$ cat config.mk
export PLATFORM = sky130hd
export DESIGN_NAME = tlsc_top
export DESIGN_NICKNAME = d
export VERILOG_FILES = /design/src/tlsc_pkg.sv /design/src/tlsc_if.sv /design/src/tlsc_twi.sv /design/src/tlsc_top.sv
export SDC_FILE = /design/constraint.sdc
export NUM_CORES = 1
export LEC_CHECK = 0
export BUFFER_PORTS_ARGS = -buffer_cell sky130_fd_sc_hd__clkbuf_2
export CAP_MARGIN = 10
export CORE_UTILIZATION = 45
export DETAILED_ROUTE_END_ITERATION = 10
export SLEW_MARGIN = 20
export SYNTH_ARGS = -nofsm -noshare
export SYNTH_HDL_FRONTEND = slang
export SYNTH_SLANG_ARGS = --single-unit
$ cat constraint.sdc
create_clock -name CLK -period 3.95 [get_ports CLK]
set_input_delay 0.79 -clock CLK [delete_from_list [all_inputs] [get_ports CLK]]
set_output_delay 0.79 -clock CLK [all_outputs]
set_load 0.02 [all_outputs]
$ cat src/tlsc_pkg.sv
/*
   Constants and types shared by the low-speed control block of the
   transceiver module and its 2-wire slave engine.
   Assumes a 100 MHz core clock; all pin timing is expressed in cycles.
*/
package tlsc_pkg;

   // ------------------------------------------------------------------
   // Timing
   // ------------------------------------------------------------------
   localparam int         CLK_NS      = 10;
   // Shortest reset pulse that counts; shorter lows are glitches
   localparam int         RST_MIN_NS  = 1000;
   // Time spent re-initialising before the module reports ready
   localparam int         INIT_NS     = 2000;
   localparam logic [7:0] RST_MIN_CYC =
      8'((RST_MIN_NS + CLK_NS - 1) / CLK_NS);
   localparam logic [7:0] INIT_CYC    =
      8'((INIT_NS + CLK_NS - 1) / CLK_NS);

   // ------------------------------------------------------------------
   // 2-wire slave address and map layout
   // ------------------------------------------------------------------
   localparam logic [6:0] DEV_ADDR   = 7'h50;
   localparam logic [2:0] IDX_STATUS = 3'h0;
   localparam logic [2:0] IDX_FLAGS  = 3'h1;
   localparam logic [2:0] IDX_CTRL   = 3'h2;
   localparam int ST_INIT_BIT      = 0;
   localparam int ST_LP_BIT        = 1;
   localparam int ST_HP_BIT        = 2;
   localparam int FL_DONE_BIT      = 0;
   localparam int CTL_FORCE_LP_BIT = 0;
   localparam logic [7:0] STATUS_RST = 8'h01;
   localparam logic [7:0] FLAGS_RST  = 8'h00;
   localparam logic [7:0] CTRL_RST   = 8'h00;
   localparam logic [7:0] MEM_RST    = 8'h00;
   localparam logic [7:0][7:0] MEM_DFLT =
      {{5{MEM_RST}}, CTRL_RST, FLAGS_RST, STATUS_RST};

   // ------------------------------------------------------------------
   // Pin synchroniser lanes
   // ------------------------------------------------------------------
   localparam int SY_SEL = 0;
   localparam int SY_RST = 1;
   localparam int SY_LP  = 2;
   localparam int SY_SCL = 3;
   localparam int SY_SDA = 4;
   localparam int SY_W   = 5;

   // ------------------------------------------------------------------
   // State encodings (Gray along the usual path)
   // ------------------------------------------------------------------
   typedef enum logic [1:0] {
      RS_INIT = 2'h0,
      RS_RUN  = 2'h1,
      RS_HOLD = 2'h3,
      RS_REL  = 2'h2
   } tlsc_rst_t;

   typedef enum logic [1:0] {
      TW_IDLE = 2'h0,
      TW_ADDR = 2'h1,
      TW_XFER = 2'h3,
      TW_IGN  = 2'h2
   } tlsc_tw_t;

endpackage : tlsc_pkg

$ cat src/tlsc_if.sv
/*
   Link between the control block and its 2-wire slave engine.
   Assumes both ends run on the same core clock.
*/
interface tlsc_if;
   logic       scl;
   logic       sda;
   logic       sel_n;
   logic       drv;
   logic       wr;
   logic       rdp;
   logic [2:0] ptr;
   logic [7:0] wdata;
   logic [7:0] rdata;

   modport twi (input scl, sda, sel_n, rdata,
                output drv, wr, rdp, ptr, wdata);
   modport ctl (output scl, sda, sel_n, rdata,
                input drv, wr, rdp, ptr, wdata);
endinterface : tlsc_if

$ cat src/tlsc_twi.sv
/*
   2-wire serial slave engine: start/stop detection, address match,
   pointer byte, sequential write and read of the 8-byte map.
   Assumes scl/sda/sel_n arrive already synchronised to clk.
*/
module tlsc_twi import tlsc_pkg::*; (
   // Clock and reset
   input wire logic clk,
   input wire logic rst,
   // Toward the control block
   tlsc_if.twi      bus
);

   typedef struct packed {
      tlsc_tw_t   st;
      logic [7:0] sh;
      logic [3:0] cnt;
      logic       rd;
      logic       have_ptr;
      logic       drv;
      logic       scl_d;
      logic       sda_d;
      logic       wr;
      logic       rdp;
      logic [2:0] ptr;
      logic [7:0] wdata;
   } tlsc_tw_st_t;

   localparam tlsc_tw_st_t Q_RST = '{st: TW_IDLE, scl_d: 1'b1,
      sda_d: 1'b1, default: '0};

   tlsc_tw_st_t q;
   tlsc_tw_st_t n;
   logic        rise;
   logic        fall;
   logic        start;
   logic        stop;

   // Bus conditions seen on the synchronised lines
   assign rise  = bus.scl & ~q.scl_d;
   assign fall  = ~bus.scl & q.scl_d;
   assign start = bus.scl & q.scl_d & q.sda_d & ~bus.sda;
   assign stop  = bus.scl & q.scl_d & ~q.sda_d & bus.sda;

   // Byte engine; data shifts on scl fall, samples on scl rise
   always_comb begin
      n       = q;
      n.scl_d = bus.scl;
      n.sda_d = bus.sda;
      n.wr    = 1'b0;
      n.rdp   = 1'b0;
      if (q.wr || q.rdp) begin
         n.ptr = q.ptr + 3'h1;
      end
      if (bus.sel_n) begin
         n.st  = TW_IDLE;
         n.drv = 1'b0;
      end else if (start) begin
         n.st  = TW_ADDR;
         // The scl fall that closes the start wraps this back to 0, so
         // that fall is not counted as a data bit
         n.cnt = 4'hf;
         n.drv = 1'b0;
         n.rd  = 1'b0;
      end else if (stop) begin
         n.st  = TW_IDLE;
         n.drv = 1'b0;
      end else if (q.st == TW_ADDR || q.st == TW_XFER) begin
         if (rise) begin
            if (q.cnt < 4'h8 && !(q.st == TW_XFER && q.rd)) begin
               n.sh = {q.sh[6:0], bus.sda};
            end else if (q.cnt == 4'h8 && q.st == TW_XFER && q.rd &&
                         bus.sda) begin
               n.st = TW_IGN;                   // Master ended the read
            end
         end else if (fall) begin
            n.cnt = q.cnt + 4'h1;
            if (q.cnt == 4'h7) begin
               if (q.st == TW_ADDR) begin
                  if (q.sh[7:1] == DEV_ADDR) begin
                     n.drv      = 1'b1;
                     n.rd       = q.sh[0];
                     n.have_ptr = 1'b0;
                  end else begin
                     n.st = TW_IGN;
                  end
               end else if (q.rd) begin
                  n.drv = 1'b0;                 // Leave ack slot to master
               end else begin
                  n.drv = 1'b1;
                  if (!q.have_ptr) begin
                     n.ptr      = q.sh[2:0];
                     n.have_ptr = 1'b1;
                  end else begin
                     n.wr    = 1'b1;
                     n.wdata = q.sh;
                  end
               end
            end else if (q.cnt == 4'h8) begin
               n.cnt = 4'h0;
               n.drv = 1'b0;
               if (q.st == TW_ADDR) begin
                  n.st = TW_XFER;
               end
               if (q.rd) begin
                  n.sh  = bus.rdata;
                  n.drv = ~bus.rdata[7];
                  n.rdp = 1'b1;
               end
            end else if (q.st == TW_XFER && q.rd) begin
               n.sh  = {q.sh[6:0], 1'b0};
               n.drv = ~q.sh[6];
            end
         end
      end
   end

   // State register
   always_ff @(posedge clk or posedge rst) begin
      if (rst) begin
         q <= Q_RST;
      end else begin
         q <= n;
      end
   end

   assign bus.drv   = q.drv;
   assign bus.wr    = q.wr;
   assign bus.rdp   = q.rdp;
   assign bus.ptr   = q.ptr;
   assign bus.wdata = q.wdata;
endmodule : tlsc_twi

$ cat src/tlsc_top.sv
/*
   Low-speed control of a pluggable four-lane transceiver module:
   pin synchronisers, reset pulse filter and re-init sequence, small
   management map reached by the host over 2-wire and by local logic
   over a plain register port, power cap, presence and interrupt pins.
   Assumes host pins are asynchronous and open-drain lines are resolved
   outside from the output enables.
*/
// Chosen here: the strobed register port and the address map.

module tlsc_top import tlsc_pkg::*; (
   // Clock and reset
   input  wire logic       CLK,
   input  wire logic       SYS_RST,
   // Host control inputs
   input  wire logic       MODULE_SELECT_N,
   input  wire logic       MODULE_RESET_N,
   input  wire logic       LOW_POWER_SELECT,
   // 2-wire serial pins
   input  wire logic       SCL_IN,
   input  wire logic       SDA_IN,
   output logic            SDA_OUT,
   output logic            SDA_OE_N,
   // Presence and interrupt pins
   output logic            MODULE_PRESENT_N,
   output logic            INT_OUT,
   output logic            INT_OE_N,
   // Power class toward the optics
   output logic            POWER_LIMIT,
   // Local register port
   input  wire logic [2:0] REG_ADDR,
   input  wire logic [7:0] REG_WDATA,
   input  wire logic       REG_WR,
   input  wire logic       REG_RD,
   output logic      [7:0] REG_RDATA
);

   // ------------------------------------------------------------------
   // State
   // ------------------------------------------------------------------
   typedef struct packed {
      logic [SY_W-1:0] s1;
      logic [SY_W-1:0] s2;
      tlsc_rst_t       st;
      logic [7:0]      rst_cnt;
      logic [7:0]      init_cnt;
      logic [7:0][7:0] mem;
      logic [7:0]      rdata;
      logic            sda_oe_n;
      logic            int_oe_n;
      logic            power_lim;
      logic            gnd;
   } tlsc_top_st_t;

   // Power-up lands in init so the ready interrupt follows unaided
   localparam tlsc_top_st_t Q_RST = '{
      s1:        '1,
      s2:        '1,
      st:        RS_INIT,
      rst_cnt:   8'h00,
      init_cnt:  8'h00,
      mem:       MEM_DFLT,
      rdata:     8'h00,
      sda_oe_n:  1'b1,
      int_oe_n:  1'b1,
      power_lim: 1'b1,
      gnd:       1'b0
   };

   tlsc_top_st_t q;
   tlsc_top_st_t n;

   tlsc_if bus ();

   // Map bytes the outside may overwrite directly
   function automatic logic tlsc_wable(input logic [2:0] idx);
      return idx >= IDX_CTRL;
   endfunction : tlsc_wable

   // ------------------------------------------------------------------
   // 2-wire slave engine
   // ------------------------------------------------------------------
   tlsc_twi u_twi (
      .clk (CLK),
      .rst (SYS_RST),
      .bus (bus.twi)
   );

   // Engine sees only synchronised pins
   assign bus.scl   = q.s2[SY_SCL];
   assign bus.sda   = q.s2[SY_SDA];
   assign bus.sel_n = q.s2[SY_SEL];
   assign bus.rdata = q.mem[bus.ptr];

   // ------------------------------------------------------------------
   // Next-state logic
   // ------------------------------------------------------------------
   always_comb begin
      n = q;

      // Two-stage synchronisers; only s2 feeds logic
      n.s1 = {SDA_IN, SCL_IN, LOW_POWER_SELECT,
              MODULE_RESET_N, MODULE_SELECT_N};
      n.s2 = q.s1;

      // Reading the flags over 2-wire clears them
      if (bus.rdp && bus.ptr == IDX_FLAGS) begin
         n.mem[IDX_FLAGS] = FLAGS_RST;
      end

      // Host writes win over a local write to the same byte
      if (bus.wr && tlsc_wable(bus.ptr)) begin
         n.mem[bus.ptr] = bus.wdata;
      end

      // Local writes to the flags byte only ever set bits
      if (REG_WR) begin
         if (REG_ADDR == IDX_FLAGS) begin
            n.mem[IDX_FLAGS] = n.mem[IDX_FLAGS] | REG_WDATA;
         end else if (tlsc_wable(REG_ADDR) &&
                      !(bus.wr && bus.ptr == REG_ADDR)) begin
            n.mem[REG_ADDR] = REG_WDATA;
         end
      end

      // Read data stand for the single cycle after the strobe
      n.rdata = REG_RD ? q.mem[REG_ADDR] : 8'h00;

      // Reset sequencer; later assignments override the writes above
      case (q.st)
         RS_RUN: begin
            if (q.s2[SY_RST]) begin
               n.rst_cnt = 8'h00;
            end else begin
               n.rst_cnt = q.rst_cnt + 8'h01;
               if (q.rst_cnt == RST_MIN_CYC - 8'h01) begin
                  n.st = RS_HOLD;
               end
            end
         end
         RS_HOLD: begin
            if (q.s2[SY_RST]) begin
               n.st = RS_REL;
            end
         end
         RS_REL: begin
            n.st       = RS_INIT;
            n.rst_cnt  = 8'h00;
            n.init_cnt = 8'h00;
            n.mem      = MEM_DFLT;
         end
         RS_INIT: begin
            // Reset pin is not watched here; init always runs out
            n.init_cnt = q.init_cnt + 8'h01;
            if (q.init_cnt == INIT_CYC - 8'h01) begin
               n.st                          = RS_RUN;
               n.mem[IDX_FLAGS][FL_DONE_BIT] = 1'b1;
            end
         end
         default: begin
            n.st = RS_INIT;
         end
      endcase

      // Pin high or software force selects the low-power class
      n.power_lim = q.s2[SY_LP] |
                    q.mem[IDX_CTRL][CTL_FORCE_LP_BIT];

      // Status byte is pure hardware state
      n.mem[IDX_STATUS]              = STATUS_RST;
      n.mem[IDX_STATUS][ST_INIT_BIT] = n.st != RS_RUN;
      n.mem[IDX_STATUS][ST_LP_BIT]   = n.power_lim;
      n.mem[IDX_STATUS][ST_HP_BIT]   = ~n.power_lim;

      // Interrupt held off until init is over, then any flag pulls low
      n.int_oe_n = ~(n.st == RS_RUN && |n.mem[IDX_FLAGS]);

      n.sda_oe_n = ~bus.drv;
      n.gnd      = 1'b0;
   end

   // ------------------------------------------------------------------
   // State register
   // ------------------------------------------------------------------
   always_ff @(posedge CLK or posedge SYS_RST) begin
      if (SYS_RST) begin
         q <= Q_RST;
      end else begin
         q <= n;
      end
   end

   // Open-drain pins only ever drive low
   assign SDA_OUT          = q.gnd;
   assign SDA_OE_N         = q.sda_oe_n;
   assign MODULE_PRESENT_N = q.gnd;
   assign INT_OUT          = q.gnd;
   assign INT_OE_N         = q.int_oe_n;
   assign POWER_LIMIT      = q.power_lim;
   assign REG_RDATA        = q.rdata;
endmodule : tlsc_top

==> flow_summary_export.csv, run 1 <==
group,metric,value,unit
synth,ys_ff_latch,130,
grt,grt_pass1_vias,5765,
grt,grt_start_max_net_pins,68,
status,status,"finished clean",
drt,via_per_inst,6.083,
clock_network,tritoncts,"yes",
timing,timing.final.ws_setup,1219,ps
power,comb_power_share,11.7,%
power,clkPwrFrac,45.1,%
critical_path,cp_top_family,"flip-flops",
floorplan,dieWidth,130.7,um
critical_path,required,4280,ps
grt,grt_pass1_wl,31.62,mm
floorplan,io_pins,34,
synth,synth_cells,707,
placement,post-place-ws,807.8,ps
floorplan,core_area,0.01600,sq mm
timing,finalCritPeriodShare,69.13,%
placement,place_congestion,0.9069,
critical_path,crit_fanout,28,
clock_network,clk_path_buf_depth,2,
floorplan,dieArea,0.01709,sq mm
clock_network,cts.hold.buffers_added,0,
floorplan,start_util,46.59,%
hold_path,hp-class,"flip-flop to flip-flop",
power,power,3.672,mW
power,ir_drop,0.0003169,V
drt,vias,5718,
synth,yosysWarnings,0,
clock_network,postCtsSetupBuffers,0,
critical_path,critPathMaxStageDelay,1030,ps
clock_network,cts_root_buffer,"clkbuf_16",
timing,setup_violations,0,
timing,drv_slew,0,
final_layout,antennaDiodeCount,0,
timing,skew,9.777,ps
power,p_per_area,443.8,mW/mm^2
critical_path,critPathKind,"flip-flop to flip-flop",
timing,min_period,2731,ps
drt,wirelength,19.65,mm
synth,synth.distinct_cells,69,
critical_path,worstPathBufferInverterCount,1,
grt,overflow,0,
clock_network,clock_latency,430,ps
timing,setup_tns,0,ps
clock_network,clk_pin_slew,60,ps
power,total_leakage_power,3.534,nW
timing,grt_setup_unrepaired,"no",
timing,fmax,366.2,MHz
floorplan,core.rowCount,46,
timing,hold_viol,0,
critical_path,start_kind,"flip-flop",
power,power_switching_share,25.66,%
placement,dpl_cell_area,0.007650,sq mm
timing,max_slew.worst_pin.slew,1048,ps
clock_network,cts_resized,0,
power,internal-power,2.730,mW
drt,drt_iter0_drc,421,
clock_network,cts_buffers,17,
final_layout,final_common_cell,"dfrtp_1",
power,seqPwrFrac,43.2,%
placement,io_buffer_count,30,
critical_path,critPathCaptureType,"flip-flop",
clock_network,cts_sinks,130,
placement,dp_cells,908,
run,cap_violations,0,
final_layout,stdcell_count,940,
timing,max_slew_margin,30.15,%
grt,antenna_found_initial,1,
synth,ys_seq_area_share,43.91,%
grt,grt_usage,25.18,%
critical_path,crit_slowest_cell,"dfrtp_1",
critical_path,crit_arrival,3060,ps
clock_network,h-tree-depth,4,
drt,first_pass_iters,6,
synth,synthArstFlopShare,100.0,%
placement,dp_hpwl,13.75,mm
synth,syn_area,0.007455,sq mm
drt,drc,0,
drt,ant_nets,0,
synth,postSynthAreaPerCell,10.54,sq um
power,switchingPower,0.9424,mW
critical_path,r2r_setup_slack,1220,ps
final_layout,fin_nets,746,
synth,synth_edf_count,0,
drt,wl_per_cell,20.91,um
final_layout,drive_gt1_share,18.92,%
final_layout,layout_common_cells,"dfrtp_1 (114), nor2_1 (77), mux2i_1 (58), a211oi_1 (48), nand2_1 (44)",
final_layout,area_growth,10.99,%
synth,synthFlopType,"dfrtp_1",
floorplan,die_h,130.7,um
final_layout,final_cell_area,0.008274,sq mm
critical_path,path_cells,"ha_1, inv_1, o311ai_1, a32oi_1, or2_1, o41ai_2",
==> per-layer routing <==
| layer | vias to the layer above | part of all wire [%] | track usage, % |
|---|---|---|---|
| li1 | 2609 | - | - |
| met1 | 2880 | 43 | 31.79 |
| met2 | 175 | 48 | 40.46 |
| met3 | 54 | 4.9 | 6.718 |
| met4 | 0 | 3.7 | 11.49 |
| met5 | - | 0 | 0 |
==> sequential cells by signal, indices dropped and copies added, names as in the netlist <==
register,count
REG_RDATA,8
POWER_LIMIT,1
SDA_OE_N,1
u_twi.bus.drv,1
u_twi.bus.wdata,8
u_twi.bus.rdp,1
q,79
bus.sda,1
u_twi.bus.wr,1
u_twi.bus.ptr,3
u_twi.q,18
bus.scl,1
n,5
INT_OE_N,1
bus.sel_n,1
==> metrics by stage <==
stage	hold slack (ps)	utilization (%)
floorplan	345.2	-
global placement	345.7	47.81
detailed placement	346.8	47.81
CTS	355.4	51.67
global route	356.6	51.71
finish	354.1	51.71
==> power groups by stage <==
stage	Sequential [mW]	Combinational, mW	Clock, mW
5_1_grt	1.60	0.474	1.74
2_1_floorplan	1.56	0.340	0
6_report	1.59	0.429	1.65
3_5_place_dp	1.60	0.429	0
3_3_place_gp	1.60	0.416	0
4_1_cts	1.58	0.431	1.68
==> worst paths after layout <==
check,to,cells past startpoint,startpoint
max,INT_OE_N$_DFF_PP1_,6,u_twi.bus.ptr[1]$_DFF_PP0_
min,bus.scl$_DFF_PP1_,0,n[97]$_DFF_PP1_
max reg2reg,INT_OE_N$_DFF_PP1_,6,u_twi.bus.ptr[1]$_DFF_PP0_
min reg2reg,bus.scl$_DFF_PP1_,0,n[97]$_DFF_PP1_
max in group asynchronous,INT_OE_N$_DFF_PP1_,3,SYS_RST
min in group asynchronous,q[13]$_DFF_PP0_,2,SYS_RST
==> cell usage after synthesis (3+ instances only) <==
library cell	number	area [sq um]
o21ai_0	30	150.1
nand3_1	19	95.09
buf_4	15	112.6
a22oi_1	13	97.59
mux2_2	17	191.4
xor2_1	3	26.28
mux2_4	8	120.1
a22o_1	10	87.58
a31oi_1	9	56.30
nor2_1	77	289.0
a32o_1	5	50.05
xnor2_1	6	52.55
o2bb2ai_1	3	26.28
mux2_1	6	67.56
buf_2	18	90.09
nand4_1	6	37.54
nand2b_1	5	31.28
nor2b_1	12	75.07
mux2i_1	58	580.6
and2_1	8	50.05
inv_1	18	67.56
mux4_2	17	382.9
and3b_1	3	26.28
nand2_1	44	165.2
nand3b_1	5	37.54
and3_1	8	50.05
dfrtp_1	114	2853
ha_1	15	187.7
a32oi_1	4	35.03
a21oi_1	16	80.08
o21ai_1	5	25.02
clkbuf_1	15	56.30
nor3_1	4	20.02
dfstp_2	16	420.4
a211oi_1	48	360.4
==> cell type report <==
class                           count  area, sq um
Sequential cell                   130         3273
Clock buffer                       19        432.9
Timing Repair Buffer               35        200.2
Fill cell                        1474         7726
Clock inverter                     13        185.2
Inverter                           19        75.07
Tap cell                          216        270.3
Multi-Input combinational cell    508         3837
==> cell families (layout without fill, tap and decap cells) <==
logic type	Yosys count	in the layout	synth area share, %
multiplexers	106	106	18.01
AND/OR/NAND/NOR	206	206	13.46
AO/OA/AOI/OAI	169	169	16.16
other	1	3	0.05030
flip-flops	130	130	43.91
buffers and inverters	71	86	4.834
XOR/XNOR	9	9	1.057
adder cells (fa/ha/maj)	15	15	2.518
==> worst reg2reg max path: stages, from the launching register on <==
cell and delay [ps]:
dfrtp_1 1030, ha_1 530, inv_1 130, o311ai_1 300
a32oi_1 160, or2_1 270, o41ai_2 210
(Power assumes the default switching activity.)
==> run 2: changes to the inputs <==
- ABC_AREA: unset -> 1
- clock period: 3.95 -> 2.6 ns (I/O delays scaled with it)
==> flow_summary_export.csv, run 2 <==
group,metric,value,unit
final_layout,fin_nets,1076,
synth,ys_ff_latch,130,
grt,overflow,0,
drt,first_pass_iters,6,
final_layout,largest_reg_flops,79,
final_layout,final_common_cell,"nand2_1",
clock_network,cts_buffers,17,
timing,min_period,2216,ps
final_layout,drive_gt1_share,11.29,%
clock_network,postCtsSetupBuffers,0,
synth,ys_seq_area_share,43.44,%
critical_path,critPathCaptureType,"flip-flop",
timing,grt_setup_unrepaired,"no",
floorplan,dieArea,0.01726,sq mm
synth,synth_common_cells,"nand2_1 (183), o21ai_0 (156), nor2_1 (131)",
placement,io_buffer_count,30,
final_layout,antennaDiodeCount,0,
synth,postSynthAreaPerCell,7.380,sq um
run,cap_violations,0,
drt,vias,7006,
power,power,5.677,mW
critical_path,critPathKind,"flip-flop to flip-flop",
grt,grt_usage,26.36,%
grt,grt_start_max_net_pins,62,
timing,hold-worst-slack,22.94,ps
drt,drc,0,
synth,ys_top_cells_by_area,"dfrtp_1 (38%), o21ai_0 (10%), nand2_1 (9.1%)",
floorplan,io_pins,34,
floorplan,dieWidth,131.4,um
final_layout,final_cell_area,0.008429,sq mm
final_layout,regMostFlops,"q",
floorplan,core.rowCount,46,
final_layout,fillers,1536,
timing,setup_violations,0,
power,total_leakage_power,3.969,nW
synth,yosysWarnings,0,
floorplan,die_h,131.4,um
critical_path,crit_fanout,11,
clock_network,clk_pin_slew,70,ps
clock_network,h-tree-depth,4,
timing,max_slew_margin,59.32,%
drt,wl_per_cell,17.18,um
grt,grt_pass1_vias,6487,
power,p_per_area,673.5,mW/mm^2
critical_path,r2r_setup_slack,380,ps
hold_path,hp-class,"input pin to async pin",
clock_network,cts_sinks,130,
power,ir_drop,0.0005270,V
clock_network,cts_resized,0,
critical_path,reg2reg_depth,10,
timing,max_slew.worst_pin.slew,607.9,ps
placement,dpl_cell_area,0.007836,sq mm
clock_network,tritoncts,"yes",
synth,synthArstFlopShare,100.0,%
floorplan,core_area,0.01612,sq mm
clock_network,clock_latency,430,ps
synth,syn_area,0.007535,sq mm
final_layout,top_regs,"q x79, u_twi.q x18",
synth,synth_top_area_share,37.86,%
critical_path,crit_arrival,2540,ps
drt,via_per_inst,5.517,
timing,finalCritPeriodShare,85.23,%
synth,synth.distinct_cells,43,
timing,fmax,451.3,MHz
synth,synth_cells,1021,
grt,grt_pass1_wl,35.41,mm
clock_network,cts_root_buffer,"clkbuf_16",
timing,drv_slew,0,
drt,drt_iter0_drc,739,
critical_path,start_kind,"flip-flop",
synth,synthFlopType,"dfrtp_1",
clock_network,cts.hold.buffers_added,0,
timing,setup_tns,0,ps
drt,ant_nets,0,
clock_network,clk_path_buf_depth,2,
critical_path,r2r_start,"u_twi.q[14]$_DFF_PP1_",
synth,yosys.area.top_type,"dfrtp_1",
grt,antenna_found_initial,0,
final_layout,fin_util,52.31,%
timing,skew,12.22,ps
drt,wirelength,21.82,mm
placement,place_congestion,0.9481,
synth,synth_edf_count,0,
placement,dp_hpwl,15.54,mm
final_layout,layout_common_cells,"nand2_1 (183), o21ai_0 (156), nor2_1 (131), inv_1 (124), dfrtp_1 (114)",
critical_path,rr_endpoint,"u_twi.q[21]$_DFFE_PP0P_",
timing,hold_viol,0,
critical_path,required,2920,ps
floorplan,start_util,46.75,%
status,status,"finished clean",
final_layout,area_growth,11.87,%
synth,synth.most_common_cell,"nand2_1",
run 2: cell count changes after synthesis, sizes merged, moves of 12 or more:
cell    previous run  this run
o21ai             35       167
nand3             20        48
mux4              17         0
a21oi             18        78
mux2              31         0
inv               19       129
nand2             45       190
nor2b             12         0
o211ai             1        20
a211oi            48         0
nor2              77       133
mux2i             58         0
run 2: area by class of cell:
| type | instances | area (sq um) | share of cell area [%] |
|---|---|---|---|
| flip-flops and latches | 130 | 3273 | 38.83 |
| repair buffers | 46 | 295.3 | 3.503 |
| clock buffers | 18 | 439.2 | 5.210 |
| multi-input cells | 714 | 3497 | 41.49 |
| well taps | 216 | 270.3 | 3.206 |
| inverters | 132 | 500.5 | 5.937 |
| clock inverters | 14 | 153.9 | 1.826 |
run 2: per-layer routing:
layer  wire length, um  vias to the layer above  global-route usage [%]
li1                  -                     3394                       -
met1             10050                     3246                   36.08
met2              9608                      313                   40.69
met3              1604                       53                   5.671
met4               560                        0                   10.21
met5                 0                        -                       0
run 2: per-stage QoR:
| step | instances | worst slack, ps |
|---|---|---|
| after floorplan | 1023 | 483.8 |
| after global placement | 1238 | 463.3 |
| after detailed placement | 1238 | 405.9 |
| after CTS | 1270 | 405.9 |
| after global routing | 1270 | 150.1 |
| final | 1270 | 384.0 |
run 2: power breakdown:
part,total (mW),leakage (nW),switching [mW],internal [mW]
registers,2.45,1.56,0.183,2.27
clock network,2.42,0.283,0.979,1.45
logic,0.803,2.13,0.533,0.269
run 2: how the worst max path moves through the flow:
| stage | startpoint | endpoint | slack [ps] | depth (start not counted) |
|---|---|---|---|---|
| after floorplan | SYS_RST | REG_RDATA[0]$_DFF_PP0_ | 480 | 1 |
| after detailed placement | u_twi.q[14]$_DFF_PP1_ | u_twi.q[18]$_DFFE_PP0P_ | 410 | 10 |
| after CTS | u_twi.q[14]$_DFF_PP1_ | u_twi.q[21]$_DFFE_PP0P_ | 410 | 10 |
| final | u_twi.q[14]$_DFF_PP1_ | u_twi.q[21]$_DFFE_PP0P_ | 380 | 10 |
| after global placement | u_twi.q[14]$_DFF_PP1_ | u_twi.q[18]$_DFFE_PP0P_ | 460 | 10 |
| after global routing | u_twi.q[14]$_DFF_PP1_ | u_twi.q[18]$_DFFE_PP0P_ | 150 | 10 |
run 2: kinds of logic after synthesis:
| logic type | count (synthesis) | synth area share (%) |
|---|---|---|
| other | 1 | 0.04977 |
| buffers and inverters | 179 | 10.25 |
| xor gates and xnor gates | 4 | 0.4650 |
| DFF | 130 | 43.44 |
| adders and majority gates | 15 | 2.491 |
| and+or+nand+nor | 402 | 22.45 |
| AOI/OAI and AO/OA | 290 | 20.86 |
run 2: worst max-delay path, stage by stage (launching register included):
cell     delay [ps]
dfstp_2         550
inv_1            50
ha_1            300
nor2_1          290
nand2_1         140
a21oi_1         190
nand2_1         120
nor2_1          220
o21ai_0         120
o21ai_0          80
inv_1            50
==> run 3: changes to the inputs <==
==> constraint.sdc (replaced) <==
create_clock -name CLK -period 2.6 [get_ports CLK]
set_input_delay 0 -clock CLK [delete_from_list [all_inputs] [get_ports CLK]]
set_output_delay 0 -clock CLK [all_outputs]
set_load 0.02 [all_outputs]
==> flow_summary_export.csv, run 3 (same netlist as run 2, synthesis figures left out) <==
group,metric,value,unit
drt,first_pass_iters,5,
timing,grt_setup_unrepaired,"no",
placement,io_buffer_count,30,
run,cap_violations,0,
timing,setup_violations,0,
final_layout,largest_reg_flops,79,
final_layout,final-seq-area,0.003273,sq mm
critical_path,start_kind,"flip-flop",
final_layout,fin_nets,1085,
power,ir_drop,0.0005066,V
floorplan,dieWidth,131.4,um
timing,skew,9.314,ps
critical_path,critPathKind,"flip-flop to flip-flop",
status,status,"finished clean",
timing,hold_viol,0,
timing,drv_slew,0,
final_layout,area_growth,13.02,%
final_layout,multi_input_area,0.003497,sq mm
floorplan,core.rowCount,46,
drt,via_per_inst,5.460,
clock_network,cts_root_buffer,"clkbuf_16",
final_layout,layout_common_cells,"nand2_1 (183), o21ai_0 (156), nor2_1 (131), inv_1 (124), dfrtp_1 (114)",
grt,grt_pass1_wl,35.40,mm
critical_path,cp_top_family,"compound AO/OA/AOI/OAI gates",
clock_network,cts_buffers,17,
grt,grt_start_max_net_pins,56,
critical_path,path_depth,7,
critical_path,reg2reg_depth,7,
drt,drc,0,
timing,max_slew.worst_pin.slew,731.0,ps
final_layout,drive_gt1_share,10.72,%
final_layout,fillers,1618,
critical_path,crit_slowest_cell,"nand3_1",
critical_path,required,2960,ps
floorplan,die_h,131.4,um
timing,fmax,434.1,MHz
clock_network,postCtsSetupBuffers,0,
timing,setup_tns,0,ps
floorplan,start_util,46.75,%
timing,min_period,2304,ps
placement,place_congestion,0.9515,
drt,vias,6983,
drt,drt_iter0_drc,759,
clock_network,clock_latency,440,ps
clock_network,tritoncts,"yes",
timing,timing.final.ws_setup,296.3,ps
power,p_per_area,663.5,mW/mm^2
hold_path,worstHoldPathCells,3,
grt,antenna_found_initial,0,
placement,dp_hpwl,15.75,mm
power,total_leakage_power,3.997,nW
drt,wirelength,21.83,mm
critical_path,crit_fanout,16,
final_layout,antennaDiodeCount,0,
floorplan,dieArea,0.01726,sq mm
drt,ant_nets,0,
grt,overflow,0,
grt,grt_usage,26.70,%
critical_path,crit_arrival,2660,ps
grt,grt_pass1_vias,6374,
hold_path,hp-class,"input pin to flip-flop",
critical_path,critPathMaxStageDelay,570,ps
drt,wl_per_cell,17.06,um
clock_network,clk_pin_slew,60,ps
floorplan,core_area,0.01612,sq mm
timing,max_slew_margin,51.13,%
critical_path,critPathCaptureType,"flip-flop",
critical_path,path_cells,"ha_1, inv_1, a21oi_4, nand3_1, o21ai_0, a21oi_1, nor2_1",
final_layout,top_regs,"q x79, u_twi.q x18",
clock_network,clk_path_buf_depth,2,
critical_path,worstPathBufferInverterCount,1,
final_layout,regMostFlops,"q",
timing,finalCritPeriodShare,88.61,%
critical_path,r2r_setup_slack,300,ps
final_layout,final_common_cell,"nand2_1",
clock_network,cts_sinks,130,
placement,post-place-ws,400.1,ps
clock_network,h-tree-depth,4,
floorplan,io_pins,34,
-- run 3: routing by layer --
metal  up-vias  share of wire, %  GRT usage (%)
li1       3415                 -              -
met1      3269                47          37.56
met2       263                45          40.84
met3        36               6.2          5.594
met4         0               2.1          8.786
met5         -                 0              0
-- run 3: power by group --
group          switching, mW  leakage, nW  internal (mW)
combinational          0.536         2.16          0.279
clock                  0.952        0.275           1.43
sequential             0.183         1.56           2.27
-- run 3: repair_timing --
| action | 4_1_cts | 5_1_grt |
|---|---|---|
| endpoints found under the hold margin | 61 | 0 |
| resized for setup | 0 | 0 |
| hold buffers | 13 | 0 |
-- run 3: stage by stage --
step	area, sq um	hold WS (ps)	cells	power (mW)	util, %
after detailed placement	7806	88.83	1234	3.266	48.44
after floorplan	7546	4.478	1023	2.998	-
after global routing	8516	24.83	1279	5.912	52.84
after global placement	7806	87.87	1234	3.264	48.44
after CTS	8516	1.177	1279	5.679	52.84
final	8516	4.295	1279	5.650	52.84
-- run 3: layout make-up --
cell class              instances  area share, %
flip-flops and latches        130          38.44
well taps                     216          3.174
clock buffers                  19          5.201
multi-input cells             714          41.07
inverters                     132          5.877
clock inverters                13          1.602
repair buffers                 55          4.643
-- run 3: worst paths after layout --
kind,startpoint,endpoint
setup / recovery,u_twi.bus.ptr[1]$_DFF_PP0_,q[58]$_DFF_PP0_
hold / removal,REG_WDATA[6],q[74]$_DFF_PP0_
max in group asynchronous,SYS_RST,q[95]$_DFF_PP1_
min in group asynchronous,SYS_RST,q[47]$_DFF_PP0_
hold reg to reg,n[97]$_DFF_PP1_,bus.scl$_DFF_PP1_
setup reg to reg,u_twi.bus.ptr[1]$_DFF_PP0_,q[58]$_DFF_PP0_
-- run 3: worst min-delay path, cell delays in order --
cell	delay, ps
clkbuf_2	170
o21ai_0	180
a21oi_1	40
